File: src/rtl/atsc_pkg.sv
// Constants and types shared by the trigger and scan control block
package atsc_pkg;

   // Clock and timing
   localparam int CLK_HZ        = 25_000_000;
   localparam int SETTLE_US     = 10;
   localparam int SETTLE_CYC    = (SETTLE_US * (CLK_HZ / 1_000_000) > 0) ?
                                  SETTLE_US * (CLK_HZ / 1_000_000) : 1;
   localparam int REF_TICK_HZ   = 100_000;
   localparam int REF_HALF_CYC  = (CLK_HZ / (2 * REF_TICK_HZ) > 0) ?
                                  CLK_HZ / (2 * REF_TICK_HZ) : 1;

   // Byte offsets on the host bus
   localparam logic [3:0] OFS_DATA_LO  = 4'h0;
   localparam logic [3:0] OFS_DATA_HI  = 4'h1;
   localparam logic [3:0] OFS_CHAN     = 4'h2;
   localparam logic [3:0] OFS_STATUS   = 4'h8;
   localparam logic [3:0] OFS_CTRL     = 4'h9;
   localparam logic [3:0] OFS_TGC      = 4'hA;
   localparam logic [3:0] OFS_READBACK = 4'hB;
   localparam logic [3:0] OFS_PIT_BASE = 4'hC;

   // Acquisition control fields
   localparam int CTRL_IRQ_EN   = 7;
   localparam int CTRL_LINE_MSB = 6;
   localparam int CTRL_LINE_LSB = 4;
   localparam int CTRL_DMA_EN   = 2;
   localparam int CTRL_HW_TRIG  = 1;
   localparam int CTRL_TRIG_SRC = 0;
   localparam logic [7:0] CTRL_RESET   = 8'h00;
   localparam logic [2:0] IRQ_LINE_MIN = 3'h2;

   // Timer gating control fields
   localparam int TGC_EXT_GATE   = 2;
   localparam int TGC_CTR0_SRC   = 1;
   localparam int TGC_CTR12_GATE = 0;
   localparam logic [2:0] TGC_RESET = 3'h0;

   // Readback and status fields
   localparam int RB_SETTLE  = 4;
   localparam int RB_EQUAL   = 2;
   localparam int ST_BUSY    = 7;
   localparam int ST_UNIPOL  = 6;
   localparam int ST_SINGLE  = 5;
   localparam int ST_IRQ     = 4;
   localparam logic [7:0] CHAN_RESET = 8'h00;

   // Synchroniser lanes
   localparam int SY_CTR2   = 0;
   localparam int SY_DI0    = 1;
   localparam int SY_GATE   = 2;
   localparam int SY_BUSY   = 3;
   localparam int SY_UNIPOL = 4;
   localparam int SY_SINGLE = 5;
   localparam int SY_WIDTH  = 6;

   typedef enum logic [1:0] {CONV_IDLE, CONV_WAIT_BUSY, CONV_RUN} atsc_conv_e;

endpackage : atsc_pkg

File: src/rtl/atsc_top.sv
// Trigger, gating and channel scan control of the acquisition board
// What this block does
// - Interrupt requests pass only while enabled
// - Interrupt line binary coded, levels two to seven
// - DMA requests only while DMA enabled
// - Hardware trigger enable gates hardware sources
// - Counter two rising edge starts conversion
// - Digital input zero falling edge starts conversion
// - External gate low blocks digital triggers
// - Counter zero gets gated 100kHz tick
// - Otherwise counter zero gets inverted gate pin
// - Gate bit set: counters gated by input
// - Gate bit clear: counters run free
// - Channel write raises settle flag ten microseconds
// - Equal flag when current equals high channel
// - Conversion at high channel reloads low channel
// - Readback returns last gating control bits
// - Offsets twelve to fifteen reach timer
// - Results are unsigned twelve-bit codes
// - Channel register holds low and high nibbles
// - Channel write loads low; conversions advance
// - Status bit seven shows conversion busy
// - Result sets interrupt flag; offset eight clears
`timescale 1ns/1ps
module atsc_top
   import atsc_pkg::*;
#(
   parameter int RES_W = 12
) (
   input  wire logic             clk,
   input  wire logic             resetn,
   input  wire logic [3:0]       bus_addr,
   input  wire logic             bus_wr,
   input  wire logic             bus_rd,
   input  wire logic [7:0]       bus_wdata,
   output logic      [7:0]       bus_rdata,
   output logic                  bus_rvalid,
   output logic      [1:0]       pit_addr,
   output logic                  pit_wr,
   output logic                  pit_rd,
   output logic      [7:0]       pit_wdata,
   input  wire logic [7:0]       pit_rdata,
   input  wire logic             ctr2_out,
   input  wire logic             digital_in_zero,
   input  wire logic             gate_input_pin,
   input  wire logic             adc_busy,
   input  wire logic [RES_W-1:0] adc_result,
   input  wire logic             jumper_unipolar,
   input  wire logic             jumper_single_ended,
   output logic                  adc_start,
   output logic                  ctr0_clk,
   output logic                  ctr12_gate,
   output logic                  irq_req,
   output logic      [2:0]       irq_line_select,
   output logic                  dma_req,
   input  wire logic             dma_ack
);
   import atsc_pkg::*;

   function automatic logic in_timer_range(input logic [3:0] a);
      in_timer_range = (a >= OFS_PIT_BASE);
   endfunction : in_timer_range

   logic [SY_WIDTH-1:0] pins_s;
   logic [7:0]          ctrl_q;
   logic [2:0]          tgc_q;
   logic [7:0]          chan_q;
   logic [3:0]          cur_chan_q;
   logic [3:0]          tag_q;
   logic [RES_W-1:0]    result_q;
   logic                irq_flag_q;
   logic                ctr2_prev_q;
   logic                di0_prev_q;
   logic                settle_busy;
   logic [$clog2(REF_HALF_CYC+1)-1:0] ref_cnt_q;
   logic                ref_tick_q;
   atsc_conv_e          conv_q;

   logic       wr_chan;
   logic       wr_start;
   logic       wr_clear;
   logic       irq_en;
   logic       dma_en;
   logic       hw_en;
   logic       src_ctr2;
   logic       ctr2_rise;
   logic       di0_fall;
   logic       gate_open;
   logic       hw_trig;
   logic       start_go;
   logic       result_done;
   logic       equal_flag;
   logic [3:0] scan_low_channel;
   logic [3:0] scan_high_channel;

   // Pin synchronisers
   atsc_sync #(
      .W       (SY_WIDTH),
      .RST_VAL (SY_WIDTH'((1 << SY_GATE) | (1 << SY_DI0))) // Pulled-up pins
   ) u_sync (
      .clk      (clk),
      .resetn   (resetn),
      .async_in ({jumper_single_ended, jumper_unipolar, adc_busy,
                  gate_input_pin, digital_in_zero, ctr2_out}),
      .sync_out (pins_s)
   );

   // Settle timer
   atsc_settle #(
      .CYC (SETTLE_CYC)
   ) u_settle (
      .clk     (clk),
      .resetn  (resetn),
      .restart (wr_chan),
      .busy    (settle_busy)
   );

   // Write decode and field views
   assign wr_chan   = bus_wr && bus_addr == OFS_CHAN;
   assign wr_start  = bus_wr && bus_addr == OFS_DATA_LO;
   assign wr_clear  = bus_wr && bus_addr == OFS_STATUS;
   assign irq_en    = ctrl_q[CTRL_IRQ_EN];
   assign dma_en    = ctrl_q[CTRL_DMA_EN];
   assign hw_en     = ctrl_q[CTRL_HW_TRIG];
   assign src_ctr2  = ctrl_q[CTRL_TRIG_SRC];
   assign scan_low_channel  = chan_q[3:0];
   assign scan_high_channel = chan_q[7:4];
   assign equal_flag = cur_chan_q == scan_high_channel;

   // Trigger edges on synchronised pins
   assign ctr2_rise = pins_s[SY_CTR2] && !ctr2_prev_q;
   assign di0_fall  = !pins_s[SY_DI0] && di0_prev_q;
   assign gate_open = !tgc_q[TGC_EXT_GATE] || pins_s[SY_GATE];
   assign hw_trig   = hw_en && (src_ctr2 ? ctr2_rise
                                         : (di0_fall && gate_open));
   assign start_go    = conv_q == CONV_IDLE && (wr_start || hw_trig);
   assign result_done = conv_q == CONV_RUN && !pins_s[SY_BUSY];

   always_ff @(posedge clk or negedge resetn)
   begin
      if (!resetn)
      begin
         ctr2_prev_q <= 1'b0;
         di0_prev_q  <= 1'b1;
      end
      else
      begin
         ctr2_prev_q <= pins_s[SY_CTR2];
         di0_prev_q  <= pins_s[SY_DI0];
      end
   end

   // Host-written registers
   always_ff @(posedge clk or negedge resetn)
   begin
      if (!resetn)
      begin
         ctrl_q <= CTRL_RESET;
         tgc_q  <= TGC_RESET;
         chan_q <= CHAN_RESET;
      end
      else if (bus_wr)
      begin
         case (bus_addr)
            OFS_CTRL: ctrl_q <= bus_wdata;
            OFS_TGC:  tgc_q  <= bus_wdata[2:0];
            OFS_CHAN: chan_q <= bus_wdata;
            default:  ;
         endcase
      end
   end

   // Conversion sequencer
   always_ff @(posedge clk or negedge resetn)
   begin
      if (!resetn)
         conv_q <= CONV_IDLE;
      else
      begin
         case (conv_q)
            CONV_IDLE:
               if (start_go)
                  conv_q <= CONV_WAIT_BUSY;
            CONV_WAIT_BUSY:
               if (pins_s[SY_BUSY])
                  conv_q <= CONV_RUN;
            CONV_RUN:
               if (!pins_s[SY_BUSY])
                  conv_q <= CONV_IDLE;
            default:
               conv_q <= CONV_IDLE;
         endcase
      end
   end

   always_ff @(posedge clk or negedge resetn)
   begin
      if (!resetn)
         adc_start <= 1'b0;
      else
         adc_start <= start_go;
   end

   // Current channel scan
   always_ff @(posedge clk or negedge resetn)
   begin
      if (!resetn)
      begin
         cur_chan_q <= 4'h0;
         tag_q      <= 4'h0;
      end
      else
      begin
         if (start_go)
            tag_q <= cur_chan_q;
         if (wr_chan)
            cur_chan_q <= bus_wdata[3:0];
         else if (start_go && equal_flag)
            cur_chan_q <= scan_low_channel;
         else if (start_go)
            cur_chan_q <= cur_chan_q + 4'h1;
      end
   end

   // Result capture
   always_ff @(posedge clk or negedge resetn)
   begin
      if (!resetn)
         result_q <= '0;
      else if (result_done)
         result_q <= adc_result;
   end

   // Interrupt flag, set wins over clear
   always_ff @(posedge clk or negedge resetn)
   begin
      if (!resetn)
         irq_flag_q <= 1'b0;
      else if (result_done)
         irq_flag_q <= 1'b1;
      else if (wr_clear)
         irq_flag_q <= 1'b0;
   end

   always_ff @(posedge clk or negedge resetn)
   begin
      if (!resetn)
      begin
         irq_req         <= 1'b0;
         irq_line_select <= 3'h0;
      end
      else
      begin
         irq_req <= irq_flag_q && irq_en &&
                    ctrl_q[CTRL_LINE_MSB:CTRL_LINE_LSB] >= IRQ_LINE_MIN;
         irq_line_select <= ctrl_q[CTRL_LINE_MSB:CTRL_LINE_LSB];
      end
   end

   // DMA request per result
   always_ff @(posedge clk or negedge resetn)
   begin
      if (!resetn)
         dma_req <= 1'b0;
      else if (!dma_en)
         dma_req <= 1'b0;
      else if (result_done)
         dma_req <= 1'b1;
      else if (dma_ack)
         dma_req <= 1'b0;
   end

   // Reference tick, held while gate pin low
   always_ff @(posedge clk or negedge resetn)
   begin
      if (!resetn)
      begin
         ref_cnt_q  <= '0;
         ref_tick_q <= 1'b0;
      end
      else if (pins_s[SY_GATE])
      begin
         if (ref_cnt_q == $bits(ref_cnt_q)'(REF_HALF_CYC - 1))
         begin
            ref_cnt_q  <= '0;
            ref_tick_q <= !ref_tick_q;
         end
         else
            ref_cnt_q <= ref_cnt_q + 1'b1;
      end
   end

   // Counter clock and gate outputs
   always_ff @(posedge clk or negedge resetn)
   begin
      if (!resetn)
      begin
         ctr0_clk   <= 1'b0;
         ctr12_gate <= 1'b1;
      end
      else
      begin
         ctr0_clk <= tgc_q[TGC_CTR0_SRC] ? ref_tick_q
                                         : !pins_s[SY_GATE];
         ctr12_gate <= tgc_q[TGC_CTR12_GATE] ? pins_s[SY_DI0]
                                             : 1'b1;
      end
   end

   // Timer pass-through strobes
   always_ff @(posedge clk or negedge resetn)
   begin
      if (!resetn)
      begin
         pit_addr  <= 2'h0;
         pit_wr    <= 1'b0;
         pit_rd    <= 1'b0;
         pit_wdata <= 8'h00;
      end
      else
      begin
         pit_addr  <= bus_addr[1:0];
         pit_wr    <= bus_wr && in_timer_range(bus_addr);
         pit_rd    <= bus_rd && in_timer_range(bus_addr);
         pit_wdata <= bus_wdata;
      end
   end

   // Read data
   always_ff @(posedge clk or negedge resetn)
   begin
      if (!resetn)
      begin
         bus_rdata  <= 8'h00;
         bus_rvalid <= 1'b0;
      end
      else if (pit_rd)
      begin
         bus_rdata  <= pit_rdata;
         bus_rvalid <= 1'b1;
      end
      else if (bus_rd && !in_timer_range(bus_addr))
      begin
         bus_rvalid <= 1'b1;
         case (bus_addr)
            OFS_DATA_LO:  bus_rdata <= {result_q[3:0], tag_q};
            OFS_DATA_HI:  bus_rdata <= result_q[11:4];
            OFS_CHAN:     bus_rdata <= chan_q;
            OFS_STATUS:   bus_rdata <= {conv_q != CONV_IDLE,
                                        pins_s[SY_UNIPOL],
                                        pins_s[SY_SINGLE],
                                        irq_flag_q, cur_chan_q};
            OFS_CTRL:     bus_rdata <= ctrl_q;
            OFS_READBACK: bus_rdata <= {3'h0, settle_busy,
                                        tgc_q[TGC_EXT_GATE],
                                        equal_flag,
                                        tgc_q[TGC_CTR0_SRC],
                                        tgc_q[TGC_CTR12_GATE]};
            default:      bus_rdata <= 8'h00;
         endcase
      end
      else
         bus_rvalid <= 1'b0;
   end
endmodule : atsc_top

File: src/rtl/atsc_sync.sv
// Two-stage synchroniser for asynchronous input pins
`timescale 1ns/1ps
module atsc_sync #(
   parameter int W = 1,
   parameter logic [W-1:0] RST_VAL = '0
) (
   input  wire logic         clk,
   input  wire logic         resetn,
   input  wire logic [W-1:0] async_in,
   output logic      [W-1:0] sync_out
);
   logic [W-1:0] meta_q;

   // First stage feeds only the second
   always_ff @(posedge clk or negedge resetn)
   begin
      if (!resetn)
      begin
         // Idle level of each pin, so no false edge follows reset
         meta_q   <= RST_VAL;
         sync_out <= RST_VAL;
      end
      else
      begin
         meta_q   <= async_in;
         sync_out <= meta_q;
      end
   end
endmodule : atsc_sync

File: src/rtl/atsc_settle.sv
// Retriggerable settle timer after a channel change
`timescale 1ns/1ps
module atsc_settle #(
   parameter int CYC = 250
) (
   input  wire logic clk,
   input  wire logic resetn,
   input  wire logic restart,
   output logic      busy
);
   logic [$clog2(CYC+1)-1:0] cnt_q;

   // Busy for exactly CYC cycles after the last restart
   always_ff @(posedge clk or negedge resetn)
   begin
      if (!resetn)
      begin
         cnt_q <= '0;
         busy  <= 1'b0;
      end
      else if (restart)
      begin
         cnt_q <= $bits(cnt_q)'(CYC - 1);
         busy  <= 1'b1;
      end
      else if (cnt_q != '0)
         cnt_q <= cnt_q - 1'b1;
      else
         busy <= 1'b0;
   end
endmodule : atsc_settle

File: config.mk
export PLATFORM = sky130hd
export DESIGN_NAME = atsc_top
export DESIGN_NICKNAME = d
export VERILOG_FILES = /design/src/rtl/atsc_pkg.sv /design/src/rtl/atsc_top.sv /design/src/rtl/atsc_sync.sv /design/src/rtl/atsc_settle.sv
export SDC_FILE = /design/constraint.sdc
export NUM_CORES = 1
export LEC_CHECK = 0
export BUFFER_PORTS_ARGS = -buffer_cell sky130_fd_sc_hd__clkbuf_2
export CAP_MARGIN = 40
export CELL_PAD_IN_SITES_DETAIL_PLACEMENT = 0
export CELL_PAD_IN_SITES_GLOBAL_PLACEMENT = 1
export CORE_MARGIN = 4
export CORE_UTILIZATION = 35
export CTS_BUF_LIST = sky130_fd_sc_hd__clkbuf_8 sky130_fd_sc_hd__clkbuf_16
export DETAILED_ROUTE_END_ITERATION = 8
export PLACE_DENSITY_LB_ADDON = 0.1
export SYNTH_ARGS = -nofsm -noshare
export SYNTH_HDL_FRONTEND = slang
export SYNTH_SLANG_ARGS = --single-unit
File: constraint.sdc
create_clock -name clk -period 4.35 [get_ports clk]
set_clock_uncertainty 0.15 [all_clocks]
set_input_delay 1.0875 -clock clk [delete_from_list [all_inputs] [get_ports clk]]
set_output_delay 1.0875 -clock clk [all_outputs]
set_load 0.01 [all_outputs]
**Word-level counts from Yosys, hierarchy flattened**

Cells that the tools add are included.
Widths: inputs -> output; s select.

- Latch bits: 0
- Bits in writable memories: 0
- Memories kept: 0
- Bits in read-only memories: 0
- Register bits: 102

- Multipliers: 0
- Divide/modulo/power cells: 0
- Equal/unequal tests: 15
- Order comparisons: 2
- Multiplexer cells: 25
- Reduce and logical (&&, ||, !) cells: 37
- Bitwise logic cells: 0
- Shifts and indexed selects: 0
- Add/sub/neg operators: 3

Operators by type and width:

| kind | count |
|---|---|
| $pmux 8 s6 | 1 |
| $mux 8 | 4 |
| $eq 4x4->1 const B | 4 |
| $logic_and 1x1->1 | 15 |
| $mux 1 | 12 |
| $mux 4 | 3 |
| $reduce_and 2->1 | 4 |
| $reduce_bool 2->1 | 4 |
| $reduce_bool 8->1 | 1 |
| $sub 8x1->8 const B | 1 |
| $add 7x1->7 const B | 1 |
| $eq 7x7->1 const B | 1 |
| $logic_not 1->1 | 7 |
| $mux 7 | 1 |
| $mux 2 | 3 |
| $pmux 2 s3 | 1 |
| $add 4x1->4 const B | 1 |
| $eq 4x1->1 const B | 1 |
| $eq 4x2->1 const B | 1 |
| $eq 4x4->1 | 1 |
| $ge 4x4->1 const B | 1 |
| $logic_not 4->1 | 1 |
| $ne 2x1->1 const B | 2 |
| $ne 2x2->1 const B | 2 |
| 8 further kinds | 9 |

**Longest topological paths before layout**

Gate-level depths: netlist of the first run.

- Depth after elaboration: 10
- Depth in mapped cells: 7
- Mapped depth without buffers: 7

**Modules after synthesis**

From an unflattened synthesis of the first run, not the netlist that was laid out.

- Cells, all modules: 350
- Area, all modules: 4337.9 um^2

By module, submodules not included:

| module | seq. area each (um^2) | area each (um^2) | cells each | times used |
|---|---|---|---|---|
| atsc_top | 2029.4 | 3563.4 | 292 | 1 |
| atsc_settle | 225.2 | 469.2 | 46 | 1 |
| atsc_sync | 305.3 | 305.3 | 12 | 1 |

**Worst setup path after synthesis of the first run**

OpenSTA, ideal clock, no wires.

- Path kind: input port to flip-flop
- Start point: input port bus_addr[0]
- End point: register ctrl_q[0]
- Arrival: 2.300 ns
- Slack: 1.776 ns
- Library setup time: 0.125 ns
- Cell stages on the path: 5
- Path buffers: 1
- Data required time: 4.075 ns
- Cell sequence: buf_2 > nand2b_1 > or2_1 > nor3b_4 > mux2_2

- Cells in the longest elaborated chain, start to end: 2

Ends and longest elaborated chain:

| item | RTL line | RTL |
|---|---|---|
| start, declared | atsc_top.sv:32 | `input wire logic [3:0] bus_addr,` |
| $eq 4x4->1 | atsc_top.sv:164 | `case (bus_addr)` |
| $reduce_and 2->1 (no line) | - |  |
| end signal, assigned | atsc_top.sv:165 | `OFS_CTRL: ctrl_q <= bus_wdata;` |
| end, declared | atsc_top.sv:65 | `logic [7:0] ctrl_q;` |

No other way between the ends.
A chain may end at the register's enable or synchronous reset.

**Worst setup path after layout of the first run**

- Start point: input port bus_addr[3]
- End point: register cur_chan_q[1]

- Cells in the longest elaborated chain, start to end: 7
- Elaborated cells between the ends (all ways): 10
- Classes of those cells: 1 x eq/ne; 2 x mux; 7 x reduce/logical

Ends and longest elaborated chain:

| item | RTL line | RTL |
|---|---|---|
| $logic_not 4->1 | atsc_top.sv:120 | `assign wr_start = bus_wr && bus_addr == OFS_DATA_LO;` |
| $logic_and 1x1->1 | atsc_top.sv:120 |  |
| $logic_or 1x1->1 | atsc_top.sv:136 | `assign start_go = conv_q == CONV_IDLE && (wr_start \|\| hw_trig);` |
| $logic_and 1x1->1 | atsc_top.sv:136 |  |
| $logic_and 1x1->1 | atsc_top.sv:218 | `else if (start_go && equal_flag)` |
| $mux 4 | atsc_top.sv:218 |  |
| $mux 4 | atsc_top.sv:216 | `if (wr_chan)` |
| end signal, assigned | atsc_top.sv:217 | `cur_chan_q <= bus_wdata[3:0];` |
| end signal, assigned | atsc_top.sv:219 | `cur_chan_q <= scan_low_channel;` |
| end signal, assigned | atsc_top.sv:221 | `cur_chan_q <= cur_chan_q + 4'h1;` |
| end, declared | atsc_top.sv:68 | `logic [3:0] cur_chan_q;` |

Parallel ways exist; a longest one is shown, timed or not.

==> metrics.md, run 1 <==
| Metric | Value |
|---|---|
| Outcome | `completed` |
| Max-Cap Viols | `0` |
| Crit-path cells | `clkbuf_2 > nor4b_2 > and2_0 > nand2_1 > o21ai_1` |
| Routed len/inst | `around 17 um` |
| Clock root buffer | `clkbuf_16` |
| Hold Violations, Final | `0` |
| Initial antenna violation count | `0` |
| Synth Area in XOR/XNOR | `~3.0%` |
| Die area | `~14000 um^2` |
| Iteration-0 DRC Markers | `around 130` |
| CORE AREA | `about 12000 um^2` |
| GR Util met1 | `just over 20%` |
| Row count | `40` |
| Synth Area in Simple Gates | `between 10% and 20%` |
| Post-route worst setup slack | `approximately 1.5 ns` |
| CTS max path bufs | `2` |
| Met2 Use GR | `approximately 24%` |
| Routed via count | `2959` |
| Synth Area in Compound Gates | `10.0%` |
| Placed insts | `between 500 and 600` |
| Via/cell ratio | `4.86` |
| Fin. max-slew vios | `0` |
| Clock latency on the worst-skew pair | `roughly 0.35 ns` |
| Post-synthesis adder-cell area fraction | `under 10%` |
| CP endpoint kind | `flop` |
| Count leader, synth | `dfrtp_1` |
| Post-synthesis sequential area ratio | `approximately three fifths` |
| Largest net degree at the start of global routing | `around 50` |
| Setup TNS | `0 ns` |
| Slowest CP cell | `and2_0` |
| Synthesized instance count | `363` |
| I/O pin total | `72` |
| Largest family of logic cells by synthesized area | `simple AND/OR/NAND/NOR gates` |
| Setup violators final | `0` |
| Post-CTS Hold Buffers | `0` |
| Post-synth cell types | `between 50 and 60` |
| Die Span Y | `around 120 um` |
| Synthesized area per cell | `roughly 12 um^2` |
| Critical Path Source Type | `input pin` |
| Worst hold path class | `reg -> reg` |
| Total CTS buffers | `9` |
| Post_cts resized | `0` |
| Clk sinks | `around 100` |
| Leading area contributor after synthesis | `dfrtp_1` |
| Starting Density | `between 30 and 40%` |
| Most common library cells after synthesis | `dfrtp_1, nand2_1, mux2_2` |
| Synth Flop Type | `dfrtp_1` |
| Critical Path AT | `between 2 and 3 ns` |
| DIE WIDTH | `between 100 and 150 um` |
| Post-synth EDFFs | `0` |
| Routability cong. | `around 0.75` |
| Synth Warn # | `0` |
| Vias in the first global route | `3104` |
| Maximum net fanout on the critical path | `21` |
| Final instance area | `5200 um^2` |
| Post-synth net total | `around 400` |
| Synth Cell Area | `4320 um^2` |
| Antenna-violating nets left | `0` |
| Fin crit period | `roughly 2.8 ns` |
| Placed inst area | `slightly below 5000 um^2` |
| GRT busiest layer | `met2` |
| Mux contribution to synthesized area | `a little over a tenth` |
| Synth top area share | `about 56%` |
| Critical path data required time | `~4.5 ns` |
| Port bufs | `roughly 70` |
| Tot GR Track Use | `15.3%` |
| Layout cells sized above 1 | `between 30% and 40%` |
| Final HPWL DP | `approximately 7.6 mm` |
| TritonCTS clock tree | `done` |
| Wire length of the first global-routing pass | `between 15 and 20 mm` |
| Inserted Diodes | `0` |
| Hold_ws | `around 0.2 ns` |
| RSZ-0062 raised after global routing | `false` |
| Post-placement setup slack | `between 1 and 1.5 ns` |
| Slowest stage delay, CP | `0.67 ns` |
| Synth top area cells | `dfrtp_1, mux2_2, dfstp_2` |
| Max Fclk | `~360 MHz` |
| VDD IR max | `248 uV` |
| Period utilization | `64.8%` |
| Final WL | `about 10 mm` |
| Met3 track demand over resource | `3.85%` |
| Number of H-tree levels | `3` |
| Clock-pin slew on the worst setup and hold paths | `~0.07 ns` |
| DRC | `0` |
| Total gr overflow | `0` |
| Setup repair bufs after CTS | `0` |
| Synthesis-stage register bit count | `102` |
| Detailed Routing Iterations Pass 1 | `4` |
| Layout area overhead | `20.3%` |
| Nets@finish | `484` |
| Slew HR | `between 50% and 60%` |
| Power per Cell Area | `roughly 560 nW/um^2` |
| Critical path class | `in -> reg` |
| Leakage power | `about 0.0024 uW` |
| Non-Filler Instances | `roughly 600` |
| Slew @ Worst Pin | `about 0.73 ns` |
| Post-synth ARST share | `100%` |
[final timing paths]
path                       depth (start not counted)  slack (ns)                      endpoint                       start
max in group asynchronous                          3        2.56    u_sync.meta_q[2]$_DFF_PN1_                      resetn
min in group asynchronous                          1        0.56      bus_rdata[2]$_DFFE_PN0P_                      resetn
min reg2reg                                        0        0.20  u_sync.sync_out[3]$_DFF_PN0_  u_sync.meta_q[3]$_DFF_PN0_
max reg2reg                                        6        2.13     cur_chan_q[1]$_DFFE_PN0P_       ctr2_prev_q$_DFF_PN0_
max                                                5        1.53     cur_chan_q[1]$_DFFE_PN0P_                 bus_addr[3]
min                                                0        0.20  u_sync.sync_out[3]$_DFF_PN0_  u_sync.meta_q[3]$_DFF_PN0_
[cell families (layout without fill, tap and decap cells)]
logic type / Yosys count / count (layout)
buffers and inverters: 24 / 102
XOR/XNOR: 15 / 15
multiplexers: 42 / 42
AND/OR/NAND/NOR: 109 / 109
adder cells (fa/ha/maj): 5 / 5
AO/OA/AOI/OAI: 66 / 66
flip-flops: 102 / 102
[layer usage]
metal / up-vias / routed length [um]
li1: 1430 / -
met1: 1448 / 4770
met2: 72 / 4900
met3: 9 / 487
met4: 0 / 137
met5: - / 0
[registers in the layout (all words and copies together), names as in the netlist, 2 cells and up]
register         flops
ctrl_q               8
bus_rdata            8
cur_chan_q           4
tgc_q                3
pit_addr             2
chan_q               8
conv_q               2
ref_cnt_q            7
u_sync.sync_out      6
tag_q                4
result_q            12
irq_line_select      3
pit_wdata            8
u_settle.cnt_q       8
u_sync.meta_q        6
[worst max-delay path: cells and delay by family]
family                 cells  cell delay (ns)
and+or+nand+nor            3             1.42
buffers and inverters      1             0.30
AOI/OAI and AO/OA          1             0.11
[layout by cell type (no fill, tap or decap), types with 2 or more instances in the layout]
cell       Yosys  final
clkbuf_16      0      9
nand2b_1       7      7
a21oi_1        8      8
xor2_1         6      6
o21ai_0       24     24
nor2b_1        3      3
a211oi_1       2      2
nor4_1         3      3
nand2_1       42     42
nor2_1        20     20
clkinv_4       0      3
dfstp_2        6      6
buf_4          0      4
inv_1         10     10
nor3_1         6      6
ha_1           5      5
a22oi_1       12     12
dfrtp_1       96     96
mux2_2        29     29
nand4_1        3      3
nand3_1        3      3
o21ai_1        3      3
a221oi_1       2      2
and3_1         6      6
and2_1         2      2
clkbuf_2       0     70
xnor2_1        9      9
mux2i_1       12     12
a221o_1        2      2
o32ai_1        2      2
[power by group]
group | leakage, uW | internal, uW | switching, uW
combinational | 0.00101 | 346 | 300
clock | 0.000155 | 471 | 366
sequential | 0.00123 | 1190 | 224
total | 0.00240 | 2000 | 890
[metrics by stage]
step                      total power (uW)  utilization (%)
after global routing                  3090             43.1
after floorplan                       1830                -
after CTS                             2940             43.1
after global placement                2070             40.3
final                                 2890             43.1
after detailed placement              2090             40.5
[final cells by class]
class | count | area, um^2
clock buffers | 10 | 239
clock inverters | 6 | 76.3
fillers | 1170 | 6860
inverters | 11 | 41.3
multi-input cells | 237 | 1670
flip-flops and latches | 102 | 2560
well taps | 168 | 210
repair buffers | 75 | 408
(Power assumes the default switching activity.)
==> run 2: changes to the inputs <==
==> constraint.sdc (replaced) <==
create_clock -name clk -period 2.3 [get_ports clk]
set_clock_uncertainty 0.15 [all_clocks]
set_input_delay 0.575 -clock clk [delete_from_list [all_inputs] [get_ports clk]]
set_output_delay 0.575 -clock clk [all_outputs]
set_load 0.01 [all_outputs]
==> run 2 against run 1 <==
Effect of this change: hold slack worse by 0.049 ns; count of clock-buffer cells in the layout down 1; total power up 87%; final cell count up 3.1%; sequential cell count unchanged; global-route usage up 0.32 points; clock power up 79%; setup slack worse by 1.3 ns; register-to-register slack worse by 1.9 ns.
==> metrics.md, run 2 (synthesized netlist as in run 1, its figures left out) <==
| Metric | Value |
|---|---|
| Row count | `40 (unchanged)` |
| Seq pwr share | `49.0% (+0.2 points)` |
| Outcome | `completed` |
| Slowest stage delay, CP | `0.57 ns (-0.10 ns)` |
| Clock-pin slew on the worst setup and hold paths | `0.07 ns (about the same)` |
| Port bufs | `71 (unchanged)` |
| Cell family with most CP delay | `simple AND/OR/NAND/NOR gates` |
| Routability cong. | `0.805 (+7.6%)` |
| Initial antenna violation count | `0 (unchanged)` |
| Final instance area | `5350 um^2 (+2.9%)` |
| Critical path class | `reg -> reg` |
| Post-CTS Hold Buffers | `1 (+1)` |
| Final HPWL DP | `7.84 mm (+3.1%)` |
| Layout cells sized above 1 | `33.5% (+2.4 points)` |
| Total gr overflow | `0 (unchanged)` |
| Net Switching | `1640 uW (+85%)` |
| Flop2flop setup slack | `0.26 ns (-1.87 ns)` |
| Final WL | `10.4 mm (+0.61%)` |
| Reg-to-reg endpoint | `u_settle.cnt_q[4]$_DFFE_PN0P_` |
| Total CTS buffers | `9 (unchanged)` |
| Int Pwr | `3770 uW (+88%)` |
| Wire length of the first global-routing pass | `16.8 mm (unchanged)` |
| CORE AREA | `12100 um^2 (unchanged)` |
| Placed inst area | `5050 um^2 (+3.4%)` |
| Bufs and invs on worst path | `0 (-1)` |
| I/O pin total | `72 (unchanged)` |
| Leakage power | `0.00249 uW (+3.8%)` |
| Post_cts resized | `0 (unchanged)` |
| Largest net degree at the start of global routing | `53 (+8.2%)` |
| TritonCTS clock tree | `done` |
| Most common cell after layout, fill and taps aside | `dfrtp_1` |
| Worst setup path endpoint | `u_settle.cnt_q[4]$_DFFE_PN0P_` |
| Max Fclk | `490 MHz` |
| DRC | `0 (unchanged)` |
| Maximum net fanout on the critical path | `7 (-67%)` |
| Critical Path Source Type | `flop` |
| Vias in the first global route | `3042 (-2.0%)` |
| RSZ-0062 raised after global routing | `false` |
| CP startpoint | `u_settle.cnt_q[3]$_DFFE_PN0P_` |
| Crit path depth | `5 (unchanged)` |
| Largest Register | `result_q` |
| VDD IR max | `320 uV (+29%)` |
| Max-Cap Viols | `0 (unchanged)` |
| Setup violators final | `0 (unchanged)` |
| CTS max path bufs | `2 (unchanged)` |
| Critical Path AT | `2.12 ns (-0.80 ns)` |
| Clock root buffer | `clkbuf_16` |
| Worst hold path class | `in -> reg` |
| Detailed Routing Iterations Pass 1 | `4 (unchanged)` |
| CP endpoint kind | `flop` |
| Via/cell ratio | `4.91 (+1.0%)` |
| Routed len/inst | `16.5 um (-2.4%)` |
| Critical path data required time | `2.38 ns (-2.08 ns)` |
| Tot GR Track Use | `15.6% (+0.32 points)` |
| Routed via count | `3083 (+4.2%)` |
| Clock share of power | `27.7% (-1.2 points)` |
| Switch share | `30.4% (-0.38 points)` |
| Clock latency on the worst-skew pair | `0.35 ns (about the same)` |
| Inserted Diodes | `0 (unchanged)` |
| Setup repair bufs after CTS | `0 (unchanged)` |
| Slew @ Worst Pin | `0.518 ns (-0.213 ns)` |
| Fin. max-slew vios | `0 (unchanged)` |
| Layout area overhead | `23.8%` |
| Starting Density | `35.8% (unchanged)` |
| Number of H-tree levels | `3 (unchanged)` |
| Combinational share of power | `23.4% (+1.1 points)` |
| Crit-path cells | `or4_1 > or2_4 > nand3b_4 > nor3_1 > or3b_1` |
| Period utilization | `88.8%` |
| Iteration-0 DRC Markers | `121 (-5.5%)` |
| Slowest CP cell | `or4_1` |
| DIE WIDTH | `119 um (unchanged)` |
| Largest register FFs | `12 (unchanged)` |
| Power per Cell Area | `1010 nW/um^2 (+82%)` |
| Tot Pwr | `5410 uW (+87%)` |
| Slew HR | `64.6% (+15 points)` |
| Reg2Reg Depth | `5 (-1)` |
| Setup TNS | `0 ns (unchanged)` |
| Fin crit period | `2.04 ns` |
| Most frequent cells in the layout | `dfrtp_1, clkbuf_2, nand2_1` |
| Die Span Y | `119 um (unchanged)` |
| Clk sinks | `102 (unchanged)` |
| Die area | `14200 um^2 (unchanged)` |
| RR Startpoint | `u_settle.cnt_q[3]$_DFFE_PN0P_` |
| Hold Violations, Final | `0 (unchanged)` |
| Nets@finish | `503 (+3.9%)` |
| Antenna-violating nets left | `0 (unchanged)` |
==> run 2: cell count changes in the layout (fill, tap and decap cells not counted), sizes merged <==
cell         before  now
buf               5   23
clkbuf           80   79
clkinvlp          0    1
dlygate4sd3       0    1
==> run 2: power groups by stage <==
stage	clock (uW)	sequential [uW]	combinational, uW
after detailed placement	0	2690	1290
after floorplan	0	2570	898
after CTS	1560	2660	1290
final	1500	2650	1260
after global placement	0	2690	1260
after global routing	1640	2720	1430
==> run 2: worst min path at each step <==
stage | startpoint | endpoint | depth (start not counted)
2_1_floorplan | resetn | adc_start$_DFF_PN0_ | 0
3_3_place_gp | u_sync.meta_q[3]$_DFF_PN0_ | u_sync.sync_out[3]$_DFF_PN0_ | 0
4_1_cts | gate_input_pin | u_sync.meta_q[2]$_DFF_PN1_ | 1
3_5_place_dp | u_sync.meta_q[5]$_DFF_PN0_ | u_sync.sync_out[5]$_DFF_PN0_ | 0
6_report | gate_input_pin | u_sync.meta_q[2]$_DFF_PN1_ | 1
5_1_grt | digital_in_zero | u_sync.meta_q[1]$_DFF_PN1_ | 1
==> run 2: worst reg2reg max path: cells and delay by family (launching register included) <==
kind             cells  cell delay [ns]
flip-flops           1             0.45
AND/OR/NAND/NOR      5             1.33
==> run 2: metrics by stage <==
| stage | setup slack [ns] | cells | util (%) | hold slack (ns) |
|---|---|---|---|---|
| finish | 0.257 | 628 | 44.4 | 0.152 |
| global route | 0.0582 | 628 | 44.4 | 0.135 |
| CTS | 0.238 | 628 | 44.4 | 0.135 |
| detailed placement | 0.0944 | 611 | 41.9 | 0.186 |
| global placement | 0.136 | 611 | 41.9 | 0.181 |
| floorplan | 0.238 | 363 | - | 0.129 |
==> run 2: layer usage <==
| layer | share of wire, % | routed length (um) | track usage [%] | vias to the layer above |
|---|---|---|---|---|
| li1 | - | - | - | 1470 |
| met1 | 47 | 4830 | 21.2 | 1509 |
| met2 | 47 | 4880 | 24.0 | 87 |
| met3 | 4.3 | 447 | 3.51 | 17 |
| met4 | 1.9 | 195 | 6.73 | 0 |
| met5 | 0 | 0 | 0 | - |
==> run 2: cell type report <==
type,instances,area [um^2]
Fill cell,1163,6710
Sequential cell,102,2560
Multi-Input combinational cell,237,1670
Timing Repair Buffer,94,583
Clock buffer,9,225
Tap cell,168,210
Clock inverter,7,65.1
Inverter,11,41.3
==> run 3: changes to the inputs <==
--- a/config.mk
+++ b/config.mk
@@ -7,13 +7,14 @@
 export LEC_CHECK = 0
 export BUFFER_PORTS_ARGS = -buffer_cell sky130_fd_sc_hd__clkbuf_2
 export CAP_MARGIN = 40
-export CELL_PAD_IN_SITES_DETAIL_PLACEMENT = 0
+export CELL_PAD_IN_SITES_DETAIL_PLACEMENT = 1
 export CELL_PAD_IN_SITES_GLOBAL_PLACEMENT = 1
 export CORE_MARGIN = 4
 export CORE_UTILIZATION = 35
 export CTS_BUF_LIST = sky130_fd_sc_hd__clkbuf_8 sky130_fd_sc_hd__clkbuf_16
 export DETAILED_ROUTE_END_ITERATION = 8
 export PLACE_DENSITY_LB_ADDON = 0.1
+export SETUP_SLACK_MARGIN = 0.1
 export SYNTH_ARGS = -nofsm -noshare
 export SYNTH_HDL_FRONTEND = slang
 export SYNTH_SLANG_ARGS = --single-unit
==> run 3 against run 2 <==
Effect of this change: via count down 0.52%; sequential power barely moved; count of clock-buffer cells in the layout unchanged; total power is 1.9% higher; hold slack worse by 0.0025 ns; sequential cell count unchanged; fmax is 1.4% lower; non-clock buffer count did not move; critical endpoint unchanged.
==> metrics.md, run 3 (synthesized netlist as in run 1, its figures left out) <==
| Metric | Value |
|---|---|
| Final instance area | `5370 um^2 (+0.30%)` |
| Most common cell after layout, fill and taps aside | `dfrtp_1` |
| Post_cts resized | `0 (unchanged)` |
| Clock latency on the worst-skew pair | `0.36 ns (about the same)` |
| Tot GR Track Use | `16.3% (+0.63 points)` |
| Number of fillers in the final layout | `1342 (+15%)` |
| Setup violators final | `0 (unchanged)` |
| Outcome | `completed` |
| Final HPWL DP | `8.24 mm (+5.1%)` |
| Routed len/inst | `17.2 um (+4.5%)` |
| Via/cell ratio | `4.88 (-0.52%)` |
| GRT busiest layer | `met2` |
| Initial antenna violation count | `0 (unchanged)` |
| Slew @ Worst Pin | `0.546 ns (+0.0284 ns)` |
| Nets@finish | `503 (unchanged)` |
| VDD IR max | `406 uV (+27%)` |
| Number of H-tree levels | `3 (unchanged)` |
| Final WL | `10.8 mm (+4.5%)` |
| RSZ-0062 raised after global routing | `false` |
| Maximum net fanout on the critical path | `7 (unchanged)` |
| Die area | `14200 um^2 (unchanged)` |
| Critical path data required time | `2.38 ns (about the same)` |
| Row count | `40 (unchanged)` |
| Routability cong. | `0.805 (unchanged)` |
| Vias in the first global route | `3246 (+6.7%)` |
| Slew HR | `62.7% (-1.9 points)` |
| Critical Path AT | `2.16 ns (+0.04 ns)` |
| Switch share | `31.3% (+0.90 points)` |
| Int Pwr | `3790 uW (+0.60%)` |
| DIE WIDTH | `119 um (unchanged)` |
| Most frequent cells in the layout | `dfrtp_1, clkbuf_2, nand2_1` |
| Routed via count | `3067 (-0.52%)` |
| Iteration-0 DRC Markers | `117 (-3.3%)` |
| Total gr overflow | `0 (unchanged)` |
| CORE AREA | `12100 um^2 (unchanged)` |
| Met2 Use GR | `25.7% (+1.7 points)` |
| Layout area overhead | `24.1%` |
| Post-CTS Hold Buffers | `1 (unchanged)` |
| Max Fclk | `482 MHz (-1.4%)` |
| Setup TNS | `0 ns (unchanged)` |
| Placed inst area | `5050 um^2 (unchanged)` |
| Layout cells sized above 1 | `33.7% (+0.22 points)` |
| Die Span Y | `119 um (unchanged)` |
| I/O pin total | `72 (unchanged)` |
| Clock share of power | `28.7% (+1.0 points)` |
| Clock-pin slew on the worst setup and hold paths | `0.07 ns (about the same)` |
| Largest Register | `result_q` |
| Antenna-violating nets left | `0 (unchanged)` |
| Critical path class | `reg -> reg` |
| Met3 track demand over resource | `3.47% (-0.047 points)` |
| Leakage power | `0.00249 uW (about the same)` |
| Hold Violations, Final | `0 (unchanged)` |
| TritonCTS clock tree | `done` |
| Combinational share of power | `23.0% (-0.4 points)` |
| Seq pwr share | `48.3% (-0.7 points)` |
| Critical Path Source Type | `flop` |
| DRC | `0 (unchanged)` |
| Detailed Routing Iterations Pass 1 | `4 (unchanged)` |
| Setup repair bufs after CTS | `0 (unchanged)` |
| Clock root buffer | `clkbuf_16` |
| CTS max path bufs | `2 (unchanged)` |
| Inserted Diodes | `0 (unchanged)` |
| Largest register FFs | `12 (unchanged)` |
| Starting Density | `35.8% (unchanged)` |
| Total CTS buffers | `9 (unchanged)` |
| Period utilization | `90.1% (+1.3 points)` |
| Power per Cell Area | `1030 nW/um^2 (+1.6%)` |
| Clk sinks | `102 (unchanged)` |
| Fin. max-slew vios | `0 (unchanged)` |
| Worst hold path class | `in -> reg` |
| Port bufs | `71 (unchanged)` |
| GR Util met1 | `21.6% (+0.39 points)` |
| Net Switching | `1720 uW (+4.9%)` |
| Wire length of the first global-routing pass | `17.8 mm (+5.9%)` |
| CP endpoint kind | `flop` |
| Max-Cap Viols | `0 (unchanged)` |
| Largest net degree at the start of global routing | `53 (unchanged)` |
| Fin crit period | `2.07 ns (+0.0300 ns)` |
-- run 3: area by class of cell --
class	instances	area [um^2]	area share, %
multi-input combinational	237	1670	31.0
sequential	102	2560	47.7
timing repair buffer	94	583	10.9
clock buffer	9	225	4.20
clock inverter	7	81.3	1.52
inverter	11	41.3	0.769
tap	168	210	3.92
-- run 3: power groups by stage --
stage	clock network, uW	logic, uW	registers (uW)
finish	1580	1270	2660
global route	1710	1440	2740
CTS	1630	1300	2670
detailed placement	0	1290	2700
global placement	0	1260	2690
floorplan	0	898	2570
-- run 3: worst paths after layout --
kind	start	endpoint	slack (ns)	cells past startpoint
min	gate_input_pin	u_sync.meta_q[2]$_DFF_PN1_	0.15	1
max reg2reg	u_settle.cnt_q[3]$_DFFE_PN0P_	u_settle.cnt_q[4]$_DFFE_PN0P_	0.23	5
min reg2reg	u_sync.meta_q[5]$_DFF_PN0_	u_sync.sync_out[5]$_DFF_PN0_	0.20	0
max in group asynchronous	resetn	u_sync.meta_q[2]$_DFF_PN1_	0.96	3
min in group asynchronous	resetn	tag_q[2]$_DFFE_PN0P_	0.45	2
max	u_settle.cnt_q[3]$_DFFE_PN0P_	u_settle.cnt_q[4]$_DFFE_PN0P_	0.23	5
-- run 3: through the flow --
stage	power (uW)	setup slack, ns	cells	utilization, %	hold WS, ns
3_5_place_dp	3990	0.0857	611	41.9	0.186
4_1_cts	5610	0.225	628	44.5	0.135
3_3_place_gp	3950	0.136	611	41.9	0.181
5_1_grt	5890	0.164	628	44.5	0.136
2_1_floorplan	3470	0.238	363	-	0.129
6_report	5520	0.227	628	44.5	0.149
-- run 3: routing by layer --
layer	wire length (um)	vias to the layer above	part of all wire (%)
met5	0	-	0
met4	236	0	2.2
met3	424	14	3.9
met2	5210	64	48
met1	4960	1522	46
li1	-	1467	-
-- run 3: worst max-delay path, cell delays in order, from the launching register on --
cell and delay, ns:
dfrtp_1 0.45, or4_1 0.59, or2_4 0.29, nand3b_4 0.08, nor3_1 0.04, or3b_1 0.34
